===== src/pkg/rcv_pkg.sv =====
package rcv_pkg;

	// register port geometry
	localparam int ADDR_W = 8;
	localparam int DATA_W = 32;

	// register offsets (byte addresses)
	localparam logic [ADDR_W-1:0] OFS_CAUSE = 8'h00;
	localparam logic [ADDR_W-1:0] OFS_BEHAV = 8'h04;
	localparam logic [ADDR_W-1:0] OFS_VECFG = 8'h08;
	localparam logic [ADDR_W-1:0] OFS_VESTAT = 8'h0c;
	localparam logic [ADDR_W-1:0] OFS_SLPPWR = 8'h10;
	localparam logic [ADDR_W-1:0] OFS_PWRCTL = 8'h14;
	localparam logic [ADDR_W-1:0] OFS_SLPEN = 8'h18;
	localparam logic [ADDR_W-1:0] OFS_SRAMSZ = 8'h1c;
	localparam logic [ADDR_W-1:0] OFS_SWRST = 8'h20;

	// reset cause flag positions
	localparam int CAUSE_W = 8;
	localparam int cause_external_pin = 0;
	localparam int cause_power_on = 1;
	localparam int cause_brownout = 2;
	localparam int cause_watchdog_zero = 3;
	localparam int cause_software_request = 4;
	localparam int cause_watchdog_one = 5;
	localparam int cause_hibernation_wake = 6;
	localparam int cause_host_service_request = 7;
	localparam logic [CAUSE_W-1:0] CAUSE_POR_VAL = CAUSE_W'(1 << cause_power_on);

	// asynchronous event source indexes
	localparam int NSRC = 7;
	localparam int SRC_WD0 = 0;
	localparam int SRC_WD1 = 1;
	localparam int SRC_EXT = 2;
	localparam int SRC_HIB = 3;
	localparam int SRC_HSRV = 4;
	localparam int SRC_MBO = 5;
	localparam int SRC_ABO = 6;

	// reset behaviour: one bit per source, set means full power-on sequence
	localparam int BH_W = 4;
	localparam int BH_WD0 = 0;
	localparam int BH_WD1 = 1;
	localparam int BH_BOR = 2;
	localparam int BH_EXT = 3;
	localparam int BH_POR_LSB = 0;
	localparam int BH_SYS_LSB = 4;
	localparam logic [DATA_W-1:0] brownout_full_power_on_seq = DATA_W'(1 << (BH_POR_LSB + BH_BOR));
	localparam logic [DATA_W-1:0] brownout_system_reset = DATA_W'(1 << (BH_SYS_LSB + BH_BOR));

	// brown-out responses
	typedef enum logic [1:0] {
		ACT_NONE = 2'h0,
		ACT_INT = 2'h1,
		ACT_NMI = 2'h2,
		ACT_RST = 2'h3
	} bo_act_t;
	localparam int VE_ANALOG_LSB = 0;
	localparam int VE_MAIN_LSB = 2;
	localparam logic [DATA_W-1:0] analog_bo_no_action = DATA_W'(ACT_NONE) << VE_ANALOG_LSB;
	localparam logic [DATA_W-1:0] analog_bo_interrupt = DATA_W'(ACT_INT) << VE_ANALOG_LSB;
	localparam logic [DATA_W-1:0] analog_bo_nonmaskable = DATA_W'(ACT_NMI) << VE_ANALOG_LSB;
	localparam logic [DATA_W-1:0] analog_bo_reset = DATA_W'(ACT_RST) << VE_ANALOG_LSB;
	localparam logic [DATA_W-1:0] main_bo_no_action = DATA_W'(ACT_NONE) << VE_MAIN_LSB;
	localparam logic [DATA_W-1:0] main_bo_interrupt = DATA_W'(ACT_INT) << VE_MAIN_LSB;
	localparam logic [DATA_W-1:0] main_bo_nonmaskable = DATA_W'(ACT_NMI) << VE_MAIN_LSB;
	localparam logic [DATA_W-1:0] main_bo_reset = DATA_W'(ACT_RST) << VE_MAIN_LSB;

	// brown-out status flag positions
	localparam int VS_W = 2;
	localparam int main_rail_brownout_flag = 0;
	localparam int analog_rail_brownout_flag = 1;

	// sleep power fields
	localparam int SLP_FLASH_BIT = 0;
	localparam int SLP_SRAM_LSB = 1;
	localparam int SRAM_W = 2;
	localparam logic flash_sleep_full_power = 1'b0;
	localparam logic flash_sleep_reduced = 1'b1;
	localparam logic [SRAM_W-1:0] sram_sleep_full_power = 2'h0;
	localparam logic [SRAM_W-1:0] sram_sleep_standby = 2'h1;
	localparam logic [SRAM_W-1:0] sram_sleep_lowest = 2'h2;
	localparam logic [SRAM_W-1:0] SRAM_ILLEGAL = 2'h3;

	// power control and software reset bits
	localparam int PWR_GATE_BIT = 0;
	localparam int PWR_USBPLL_BIT = 1;
	localparam int SWRST_BIT = 0;

endpackage


===== src/pkg/sync_if.sv =====
`timescale 1ns/1ps
// asynchronous levels in, one-cycle rising-edge pulses out
interface sync_if #(
	parameter int W = 1
);
	logic [W-1:0] raw;
	logic [W-1:0] rise;

	modport sync (input raw, output rise);
	modport user (output raw, input rise);
endinterface


===== src/rtl/edge_sync.sv =====
`timescale 1ns/1ps
module edge_sync #(
	parameter int W = 1
) (
	// clock and reset
	input wire logic sys_clk_i,
	input wire logic rst_b_i,
	// event lines
	sync_if.sync sif
);

	logic [W-1:0] meta_q;
	logic [W-1:0] s2_q;
	logic [W-1:0] s3_q;
	logic [W-1:0] lvl_q;
	logic [W-1:0] rise_q;

	// three-stage synchroniser; first stage feeds only the second
	always_ff @(posedge sys_clk_i) begin
		if (!rst_b_i) begin
			meta_q <= '0;
			s2_q <= '0;
			s3_q <= '0;
		end else begin
			meta_q <= sif.raw;
			s2_q <= meta_q;
			s3_q <= s2_q;
		end
	end

	// level moves only when stages two and three agree
	always_ff @(posedge sys_clk_i) begin
		if (!rst_b_i) begin
			lvl_q <= '0;
			rise_q <= '0;
		end else begin
			lvl_q <= (s2_q & s3_q) | (lvl_q & (s2_q | s3_q));
			rise_q <= s2_q & s3_q & ~lvl_q;
		end
	end

	assign sif.rise = rise_q;

endmodule // edge_sync


===== src/rtl/reset_cause_and_voltage_events.sv =====
// The implementer's own choices: the strobed register port and the register offsets.
`timescale 1ns/1ps
module reset_cause_and_voltage_events
	import rcv_pkg::*;
#(
	parameter int NPERIPH = 8,
	parameter logic [DATA_W-1:0] SRAM_BYTES = 32'h0000_8000,
	parameter logic [BH_W-1:0] BEHAV_DEF = 4'h0
) (
	// clock and reset
	input wire logic sys_clk_i,
	input wire logic rst_b_i,
	// register port
	input wire logic [ADDR_W-1:0] reg_addr_i,
	input wire logic [DATA_W-1:0] reg_wdata_i,
	input wire logic reg_wr_i,
	input wire logic reg_rd_i,
	output logic [DATA_W-1:0] reg_rdata_o,
	// asynchronous reset and brown-out sources
	input wire logic wdog_zero_rst_i,
	input wire logic wdog_one_rst_i,
	input wire logic ext_rst_b_i,
	input wire logic hib_wake_i,
	input wire logic host_srv_req_i,
	input wire logic main_bo_i,
	input wire logic analog_bo_i,
	// core sleep state
	input wire logic sleep_i,
	// reset requests
	output logic sys_rst_req_o,
	output logic por_req_o,
	// brown-out interrupts
	output logic bo_irq_o,
	output logic bo_nmi_o,
	// power controls
	output logic [NPERIPH-1:0] periph_clk_en_o,
	output logic [NPERIPH-1:0] periph_wake_en_o,
	output logic flash_sleep_lp_o,
	output logic [SRAM_W-1:0] sram_sleep_lvl_o,
	output logic usb_pll_pwr_o
);

	// write or read decode for one offset
	function automatic logic sel(input logic stb, input logic [ADDR_W-1:0] a, input logic [ADDR_W-1:0] o);
		return stb && (a == o);
	endfunction

	logic [CAUSE_W-1:0] cause_q;
	logic [CAUSE_W-1:0] cause_set;
	logic [CAUSE_W-1:0] cause_clr;
	logic [VS_W-1:0] vstat_q;
	logic [VS_W-1:0] vstat_set;
	logic [VS_W-1:0] vstat_clr;
	logic [BH_W-1:0] behav_q;
	logic [BH_W-1:0] rst_hit;
	logic [BH_W-1:0] por_sel;
	logic [BH_W-1:0] sys_sel;
	bo_act_t main_act_q;
	bo_act_t analog_act_q;
	logic flash_q;
	logic [SRAM_W-1:0] sram_q;
	logic [SRAM_W-1:0] sram_wr;
	logic gate_q;
	logic pll_q;
	logic [NPERIPH-1:0] slpen_q;
	logic [DATA_W-1:0] rd_mux;
	logic [DATA_W-1:0] rdata_q;
	logic sys_req_q;
	logic por_req_q;
	logic sys_req_d;
	logic por_req_d;
	logic sw_req;
	logic bo_rst_hit;
	logic cfg_rst;
	logic irq_q;
	logic nmi_q;
	logic [NPERIPH-1:0] clk_en_q;
	logic [NPERIPH-1:0] wake_en_q;
	logic flash_lp_q;
	logic [SRAM_W-1:0] sram_lvl_q;
	logic usb_pll_q;
	logic wr_cause;
	logic wr_behav;
	logic wr_vecfg;
	logic wr_vestat;
	logic wr_slppwr;
	logic wr_pwrctl;
	logic wr_slpen;
	logic wr_swrst;

	// pin events pass the synchroniser; external pin is active low
	sync_if #(.W(NSRC)) src_if ();
	assign src_if.raw = {analog_bo_i, main_bo_i, host_srv_req_i, hib_wake_i, ~ext_rst_b_i, wdog_one_rst_i,
		wdog_zero_rst_i};

	edge_sync #(.W(NSRC)) u_sync (
		.sys_clk_i(sys_clk_i),
		.rst_b_i(rst_b_i),
		.sif(src_if)
	);

	// write strobe decode
	assign wr_cause = sel(reg_wr_i, reg_addr_i, OFS_CAUSE);
	assign wr_behav = sel(reg_wr_i, reg_addr_i, OFS_BEHAV);
	assign wr_vecfg = sel(reg_wr_i, reg_addr_i, OFS_VECFG);
	assign wr_vestat = sel(reg_wr_i, reg_addr_i, OFS_VESTAT);
	assign wr_slppwr = sel(reg_wr_i, reg_addr_i, OFS_SLPPWR);
	assign wr_pwrctl = sel(reg_wr_i, reg_addr_i, OFS_PWRCTL);
	assign wr_slpen = sel(reg_wr_i, reg_addr_i, OFS_SLPEN);
	assign wr_swrst = sel(reg_wr_i, reg_addr_i, OFS_SWRST);

	// brown-out and reset events of this cycle
	assign sw_req = wr_swrst && reg_wdata_i[SWRST_BIT];
	assign bo_rst_hit = (src_if.rise[SRC_MBO] && main_act_q == ACT_RST)
		|| (src_if.rise[SRC_ABO] && analog_act_q == ACT_RST);

	// configurable reset sources and the kind each asks for
	always_comb begin
		rst_hit = '0;
		rst_hit[BH_WD0] = src_if.rise[SRC_WD0];
		rst_hit[BH_WD1] = src_if.rise[SRC_WD1];
		rst_hit[BH_BOR] = bo_rst_hit;
		rst_hit[BH_EXT] = src_if.rise[SRC_EXT];
		por_req_d = |(rst_hit & behav_q);
		sys_req_d = (|(rst_hit & ~behav_q)) || sw_req;
	end

	// one flag per origin
	always_comb begin
		cause_set = '0;
		cause_set[cause_watchdog_zero] = src_if.rise[SRC_WD0];
		cause_set[cause_watchdog_one] = src_if.rise[SRC_WD1];
		cause_set[cause_external_pin] = src_if.rise[SRC_EXT];
		cause_set[cause_hibernation_wake] = src_if.rise[SRC_HIB];
		cause_set[cause_host_service_request] = src_if.rise[SRC_HSRV];
		cause_set[cause_brownout] = bo_rst_hit;
		cause_set[cause_software_request] = sw_req;
	end

	// write-one-to-clear masks
	assign cause_clr = wr_cause ? reg_wdata_i[CAUSE_W-1:0] : '0;
	assign vstat_clr = wr_vestat ? reg_wdata_i[VS_W-1:0] : '0;

	// sticky causes; only power-on resets them, set beats clear
	always_ff @(posedge sys_clk_i) begin
		if (!rst_b_i) begin
			cause_q <= CAUSE_POR_VAL;
		end else begin
			cause_q <= (cause_q & ~cause_clr) | cause_set;
		end
	end

	// brown-out flags: only power-on or a software clear drops them
	always_comb begin
		vstat_set = '0;
		vstat_set[main_rail_brownout_flag] = src_if.rise[SRC_MBO];
		vstat_set[analog_rail_brownout_flag] = src_if.rise[SRC_ABO];
	end

	always_ff @(posedge sys_clk_i) begin
		if (!rst_b_i) begin
			vstat_q <= '0;
		end else begin
			vstat_q <= (vstat_q & ~vstat_clr) | vstat_set;
		end
	end

	// reset request pulses; they also restore the configuration
	always_ff @(posedge sys_clk_i) begin
		if (!rst_b_i) begin
			sys_req_q <= 1'b0;
			por_req_q <= 1'b0;
		end else begin
			sys_req_q <= sys_req_d;
			por_req_q <= por_req_d;
		end
	end

	assign cfg_rst = !rst_b_i || sys_req_q || por_req_q;

	// reset behaviour: sources named in neither field keep their setting
	assign por_sel = reg_wdata_i[BH_POR_LSB +: BH_W];
	assign sys_sel = reg_wdata_i[BH_SYS_LSB +: BH_W];

	always_ff @(posedge sys_clk_i) begin
		if (cfg_rst) begin
			behav_q <= BEHAV_DEF;
		end else if (wr_behav) begin
			behav_q <= (behav_q & ~(por_sel | sys_sel)) | por_sel;
		end
	end

	// per-rail brown-out response
	always_ff @(posedge sys_clk_i) begin
		if (cfg_rst) begin
			main_act_q <= ACT_NONE;
			analog_act_q <= ACT_NONE;
		end else if (wr_vecfg) begin
			main_act_q <= bo_act_t'(reg_wdata_i[VE_MAIN_LSB +: 2]);
			analog_act_q <= bo_act_t'(reg_wdata_i[VE_ANALOG_LSB +: 2]);
		end
	end

	// interrupt levels follow the flag while its response is selected
	always_ff @(posedge sys_clk_i) begin
		if (!rst_b_i) begin
			irq_q <= 1'b0;
			nmi_q <= 1'b0;
		end else begin
			irq_q <= (vstat_q[main_rail_brownout_flag] && main_act_q == ACT_INT)
				|| (vstat_q[analog_rail_brownout_flag] && analog_act_q == ACT_INT);
			nmi_q <= (vstat_q[main_rail_brownout_flag] && main_act_q == ACT_NMI)
				|| (vstat_q[analog_rail_brownout_flag] && analog_act_q == ACT_NMI);
		end
	end

	// sleep power settings; the unused sram code is ignored
	assign sram_wr = reg_wdata_i[SLP_SRAM_LSB +: SRAM_W];

	always_ff @(posedge sys_clk_i) begin
		if (cfg_rst) begin
			flash_q <= flash_sleep_full_power;
			sram_q <= sram_sleep_full_power;
		end else if (wr_slppwr) begin
			flash_q <= reg_wdata_i[SLP_FLASH_BIT];
			if (sram_wr != SRAM_ILLEGAL) begin
				sram_q <= sram_wr;
			end
		end
	end

	// gating enable, usb pll power and sleep-enabled peripherals
	always_ff @(posedge sys_clk_i) begin
		if (cfg_rst) begin
			gate_q <= 1'b0;
			pll_q <= 1'b0;
			slpen_q <= '0;
		end else begin
			if (wr_pwrctl) begin
				gate_q <= reg_wdata_i[PWR_GATE_BIT];
				pll_q <= reg_wdata_i[PWR_USBPLL_BIT];
			end
			if (wr_slpen) begin
				slpen_q <= reg_wdata_i[NPERIPH-1:0];
			end
		end
	end

	// sleep-time power outputs; usb register access is never gated here
	always_ff @(posedge sys_clk_i) begin
		if (!rst_b_i) begin
			clk_en_q <= '1;
			wake_en_q <= '1;
			flash_lp_q <= 1'b0;
			sram_lvl_q <= sram_sleep_full_power;
			usb_pll_q <= 1'b0;
		end else begin
			clk_en_q <= (sleep_i && gate_q) ? slpen_q : '1;
			wake_en_q <= (sleep_i && gate_q) ? slpen_q : '1;
			flash_lp_q <= sleep_i && (flash_q == flash_sleep_reduced);
			sram_lvl_q <= sleep_i ? sram_q : sram_sleep_full_power;
			usb_pll_q <= pll_q;
		end
	end

	// read mux; data stands one cycle after the strobe, zero otherwise
	always_comb begin
		rd_mux = '0;
		unique case (reg_addr_i)
			OFS_CAUSE: rd_mux = DATA_W'(cause_q);
			OFS_BEHAV: rd_mux = DATA_W'(behav_q);
			OFS_VECFG: rd_mux = (DATA_W'(main_act_q) << VE_MAIN_LSB) | (DATA_W'(analog_act_q) << VE_ANALOG_LSB);
			OFS_VESTAT: rd_mux = DATA_W'(vstat_q);
			OFS_SLPPWR: rd_mux = (DATA_W'(sram_q) << SLP_SRAM_LSB) | (DATA_W'(flash_q) << SLP_FLASH_BIT);
			OFS_PWRCTL: rd_mux = (DATA_W'(pll_q) << PWR_USBPLL_BIT) | (DATA_W'(gate_q) << PWR_GATE_BIT);
			OFS_SLPEN: rd_mux = DATA_W'(slpen_q);
			OFS_SRAMSZ: rd_mux = SRAM_BYTES;
			default: rd_mux = '0;
		endcase
	end

	always_ff @(posedge sys_clk_i) begin
		if (!rst_b_i) begin
			rdata_q <= '0;
		end else begin
			rdata_q <= reg_rd_i ? rd_mux : '0;
		end
	end

	// outputs
	assign reg_rdata_o = rdata_q;
	assign sys_rst_req_o = sys_req_q;
	assign por_req_o = por_req_q;
	assign bo_irq_o = irq_q;
	assign bo_nmi_o = nmi_q;
	assign periph_clk_en_o = clk_en_q;
	assign periph_wake_en_o = wake_en_q;
	assign flash_sleep_lp_o = flash_lp_q;
	assign sram_sleep_lvl_o = sram_lvl_q;
	assign usb_pll_pwr_o = usb_pll_q;

endmodule // reset_cause_and_voltage_events


===== config.mk =====
export PLATFORM = sky130hd
export DESIGN_NAME = reset_cause_and_voltage_events
export DESIGN_NICKNAME = d
export VERILOG_FILES = /design/src/pkg/rcv_pkg.sv /design/src/pkg/sync_if.sv /design/src/rtl/edge_sync.sv /design/src/rtl/reset_cause_and_voltage_events.sv
export SDC_FILE = /design/constraint.sdc
export NUM_CORES = 1
export LEC_CHECK = 0
export BUFFER_PORTS_ARGS = -buffer_cell sky130_fd_sc_hd__buf_2
export CORE_ASPECT_RATIO = 0.5
export CORE_MARGIN = 5
export CORE_UTILIZATION = 51
export CTS_CLUSTER_DIAMETER = 120
export CTS_CLUSTER_SIZE = 28
export DETAILED_ROUTE_END_ITERATION = 6
export PLACE_DENSITY = 0.79
export SYNTH_ARGS = -nofsm -noshare
export SYNTH_HDL_FRONTEND = slang
export SYNTH_SLANG_ARGS = --single-unit

===== constraint.sdc =====
create_clock -name sys_clk_i -period 1.7 [get_ports sys_clk_i]
set_input_delay 0.17 -clock sys_clk_i [delete_from_list [all_inputs] [get_ports sys_clk_i]]
set_output_delay 0.17 -clock sys_clk_i [all_outputs]
set_load 0.02 [all_outputs]

**Yosys cells after proc, flatten, opt, wreduce, memory -nomap -nowiden**

Cells that the tools add are included.

- Eq/ne operators: 15
- Reduce and logical (&&, ||, !) cells: 31
- Bitwise gates (word level): 23
- Mux-type cells: 3

Operator list:

| cell | number |
|---|---|
| case mux 16 bit (8 select lines) | 1 |
| == test 8 x 5 -> 1 bit (second input constant) | 4 |
| AND 7 bit | 3 |
| logical AND 1 bit | 17 |
| == test 8 x 4 -> 1 bit (second input constant) | 2 |
| bitwise OR 7 bit | 2 |
| AND 4 bit | 3 |
| AND 8 bit | 1 |
| == test 2 bit (second input constant) | 4 |
| == test 8 x 3 -> 1 bit (second input constant) | 1 |
| == test 8 x 6 -> 1 bit (second input constant) | 1 |
| logical NOT 8 bit | 1 |
| 2-to-1 mux 8 bit | 1 |
| inverter 4 bit | 2 |
| inverter 8 bit | 1 |
| bitwise OR 4 bit | 2 |
| bitwise OR 8 bit | 1 |
| AND reduction 2 bit | 4 |
| OR reduction 4 bit | 2 |
| inverter 7 bit | 1 |
| logical OR 1 bit | 6 |
| == test 2 x 1 -> 1 bit (second input constant) | 2 |
| bitwise OR 4 x 2 -> 4 bit | 1 |
| bitwise OR 3 x 1 -> 3 bit | 1 |
| other kinds (8) | 8 |

- Bits in registers: 114
- Output and inout port bits: 56

**Depth between registers and ports, before layout**

- Depth in word-level cells: 6
- Depth in mapped cells: 5
- Mapped depth without buffers: 3

**Cells and area by module**

Synthesis repeated with hierarchy kept, for this count alone.

- Cell total of the unflattened synthesis: 358
- Area total of the unflattened synthesis: 3,590.9 um^2

By module, submodules not included:

| module | seq. area each (um^2) | cells each | area an instance (um^2) | times used |
|---|---|---|---|---|
| reset_cause_and_voltage_events | 1,121.1 | 272 | 2,548.7 | 1 |
| edge_sync | 700.7 | 86 | 1,042.2 | 1 |

**Worst setup path before layout**

No wires, ideal clock.

- Kind: input -> register
- Start: input port reg_addr_i[2]
- End: register sram_q[0]
- Cell stages on the path: 3
- Library setup time: 119 ps
- Path slack: 267 ps
- Data required time: 1,581 ps
- Arrival: 1,315 ps
- Cell sequence: or4_4 or3_4 o221a_1

- Longest elaborated chain between the ends: 3

Ends and longest elaborated chain:

| what | RTL line | text |
|---|---|---|
| from (decl) | reset_cause_and_voltage_events.sv:14 | `input wire logic [ADDR_W-1:0] reg_addr_i,` |
| == test 8 x 5 -> 1 bit | reset_cause_and_voltage_events.sv:45 | `return stb && (a == o);` |
| logical AND 1 bit | reset_cause_and_voltage_events.sv:45 |  |
| AND reduction 2 bit (no source line) | n/a |  |
| to (signal assigned) | reset_cause_and_voltage_events.sv:223 | `sram_q <= sram_sleep_full_power;` |
| to (signal assigned) | reset_cause_and_voltage_events.sv:227 | `sram_q <= sram_wr;` |
| to (decl) | reset_cause_and_voltage_events.sv:61 | `logic [SRAM_W-1:0] sram_q;` |

Every way passes these cells.
A chain may end at the register's enable or synchronous reset.

**Worst setup path in the final report**

- Start: register sys_req_q, in the netlist sys_rst_req_o
- End: register behav_q[1]

- Longest elaborated chain between the ends: 2

Ends and longest elaborated chain:

| what | RTL line | text |
|---|---|---|
| from (decl) | reset_cause_and_voltage_events.sv:68 | `logic sys_req_q;` |
| from (signal assigned) | reset_cause_and_voltage_events.sv:174 | `sys_req_q <= sys_req_d;` |
| logical OR 1 bit (2 in a row) | reset_cause_and_voltage_events.sv:179 | `assign cfg_rst = !rst_b_i \|\| sys_req_q \|\| por_req_q;` |
| to (signal assigned) | reset_cause_and_voltage_events.sv:189 | `behav_q <= (behav_q & ~(por_sel \| sys_sel)) \| por_sel;` |
| to (decl) | reset_cause_and_voltage_events.sv:54 | `logic [BH_W-1:0] behav_q;` |

Every way passes these cells.

==> impl_metrics.csv <==
group,metric,value,unit
timing,fin_crit,1.26,ns
global_route,grt_max_degree,43,
cts,numCtsBuffers,9,
yosys,synth.cell_area,3600,um2
timing,tns,0,ns
critical_path,cp_slowest_cell,"dfxtp_1",
finish,drive_gt1_share,24.8,%
global_route,antenna_found_initial,0,
power,powerDensity,1040,nW/um2
critical_path,slowest_delay,0.32,ns
min_path,hold_path.class,"in -> reg",
floorplan,row_count,21,
yosys,yosys_warnings,0,
power,p_leak,1.83,nW
yosys,synth-seq-area-share,50.6,%
timing,worst_slack,0.442,ns
cts,htreeDepth,3,
placement,place.gp.congestion,0.887,
placement,portBuffers,60,
yosys,synth_area_leader_cell,"dfxtp_1",
cts,postCtsSetupRepairBufs,0,
timing,fmax,0.795,GHz
critical_path,worstPathMaxFanout,30,
detailed_routing,route.antenna.remaining_nets,0,
timing,drv_slew,0,
floorplan,die_x,129,um
floorplan,io_pins,108,
finish,antenna_cells,0,
timing,holdWs,0.0376,ns
global_route,grt_pass1_wl,11800,um
floorplan,core_region_area,6780,um2
cts,clkSinkCount,91,
yosys,synth_top_family_by_area,"simple AND/OR/NAND/NOR gates",
floorplan,die_y,69.4,um
yosys,avgSynthCellArea,10.0,um2
detailed_routing,routed_wl,7330,um
flow_run,maxCapViolCount,0,
placement,dp_hpwl,5340,um
global_route,grt_pass1_vias,2391,
yosys,ys_types,48,
yosys,synth_compound_area_share,11.4,%
yosys,synth_edf_count,0,
cts,ctsHoldBuffers,1,
cts,cts_root_buf,"clkbuf_16",
detailed_routing,vias,2671,
global_route,grt_overflow,0,
cts,cts_buffer_depth,2,
outcome,outcome,"finished, final reports clean",
finish,area_delta_synth_final,17.4,%
power,fin_total_pwr,0.00441,W
yosys,syn_inst,360,
critical_path,cp.required,1.98,ns
cts,clk_latency,0.34,ns
yosys,ys_ff_latch,91,
yosys,synthTopCellsByCount,"91 x dfxtp_1, 38 x nand2_1, 31 x buf_4",
yosys,synth_area_leaders,"dfxtp_1 51%, buf_4 6.5%, mux2i_1 5.0%",
critical_path,start_kind,"flip-flop",
finish,nets,473,
detailed_routing,dr.pass1.iters,5,
timing,rsz0062_at_grt,"false",
global_route,grt.total_usage,16.6,%
cts,cts-resized-gates,0,
yosys,synth_adder_area_share,0,%
yosys,synth_xor_area_share,0,%
floorplan,start_util,53.2,%
power,peakVddDrop,0.000522,V
critical_path,cp_data_arrival_time,1.54,ns
timing,period_share,74.0,%
cts,cts_tree,"yes",
critical_path,cp_cell_sequence,"nor3b_2 > buf_12 > and4_1 > a32o_1",
detailed_routing,drt-vias-per-instance,5.18,
yosys,synthFlopType,"dfxtp_1",
yosys,yosysMostFrequentCell,"dfxtp_1",
yosys,synthArstFlopShare,0,%
detailed_routing,drc,0,
timing,skew,0.00624,ns
yosys,muxShareOfSynthArea,6.56,%
timing,setup_viol,0,
detailed_routing,detail_route.wl_per_cell,14.2,um
floorplan,die_area,8950,um2
cts,cts.reportedPaths.clkPinSlew,0.06,ns
timing,hold_violations,0,
critical_path,critPathKind,"reg -> reg",
detailed_routing,drtIter0Drc,177,
yosys,synth_top_area_share,50.6,%
placement,dp_slack,0.128,ns
critical_path,critPathCaptureType,"flip-flop",
yosys,synthSimpleGateAreaFrac,22.4,%
-- layer usage --
metal / share of wire, % / up-vias / track usage [%] / wire length [um]
li1: - / 1336 / - / -
met1: 46 / 1196 / 21.8 / 3360
met2: 43 / 132 / 24.9 / 3150
met3: 10 / 7 / 6.23 / 738
met4: 1.1 / 0 / 5.82 / 80
met5: 0 / - / 0 / 0
-- layout make-up --
cell class | count | area (um2)
Clock buffer | 11 | 233
Clock inverter | 3 | 65.1
Fill cell | 600 | 2550
Inverter | 8 | 30.0
Multi-Input combinational cell | 237 | 1540
Sequential cell | 91 | 1820
Tap cell | 92 | 115
Timing Repair Buffer | 74 | 420
-- path summary, 6_finish.rpt --
check	slack [ns]	endpoint	cells past startpoint	startpoint
setup / recovery	0.44	behav_q[1]	4	sys_rst_req_o
hold / removal	0.04	u_sync.meta_q[1]	2	wdog_one_rst_i
setup reg to reg	0.44	behav_q[1]	4	sys_rst_req_o
hold reg to reg	0.43	u_sync.s2_q[5]	1	u_sync.meta_q[5]
-- cells in the final DEF (no fill, tap or decap), types with 8 or more instances in the layout --
cell type	instances
inv_1	8
buf_2	60
nand3_1	12
or2_2	9
and2_1	24
a21boi_0	9
buf_4	12
clkbuf_16	9
o21ai_0	16
dfxtp_1	91
nand2_1	38
conb_1	23
and3_1	8
a41oi_1	8
mux2i_1	18
nand4_1	8
-- sequential cells by signal, summed over array words and instances, names as in the netlist --
register	count
por_req_o	1
u_sync.sif.rise	7
u_sync.lvl_q	7
sys_rst_req_o	1
pll_q	1
analog_act_q	2
u_sync.s3_q	7
slpen_q	8
vstat_q	2
flash_q	1
usb_pll_pwr_o	1
bo_nmi_o	1
main_act_q	2
periph_wake_en_o	8
bo_irq_o	1
gate_q	1
sram_sleep_lvl_o	2
sram_q	2
u_sync.s2_q	7
u_sync.meta_q	7
behav_q	4
flash_sleep_lp_o	1
cause_q	8
reg_rdata_o	9
-- kinds of logic after synthesis --
kind of cell	after synthesis
compound gates	56
buf+inv	54
flops	91
mux	21
other cells	1
simple gates	137
-- stage by stage --
stage	utilization [%]	instances	cell area [um2]
2_1_floorplan	-	382	3690
3_3_place_gp	57.8	501	3920
3_5_place_dp	57.8	501	3920
4_1_cts	62.4	516	4230
5_1_grt	62.4	516	4230
6_report	62.4	516	4230
-- worst max-delay path, delay by kind of cell (launching register included) --
family / cells / cell delay (ns)
buffers and inverters: 1 / 0.21
DFF: 1 / 0.32
AOI/OAI and AO/OA: 1 / 0.14
and+or+nand+nor: 2 / 0.52
-- power by group --
group	switching [W]	internal [W]
clock network	0.000746	0.00127
logic	0.000155	0.0000788
registers	0.00000891	0.00216
Power figures use the tool's default switching activity.
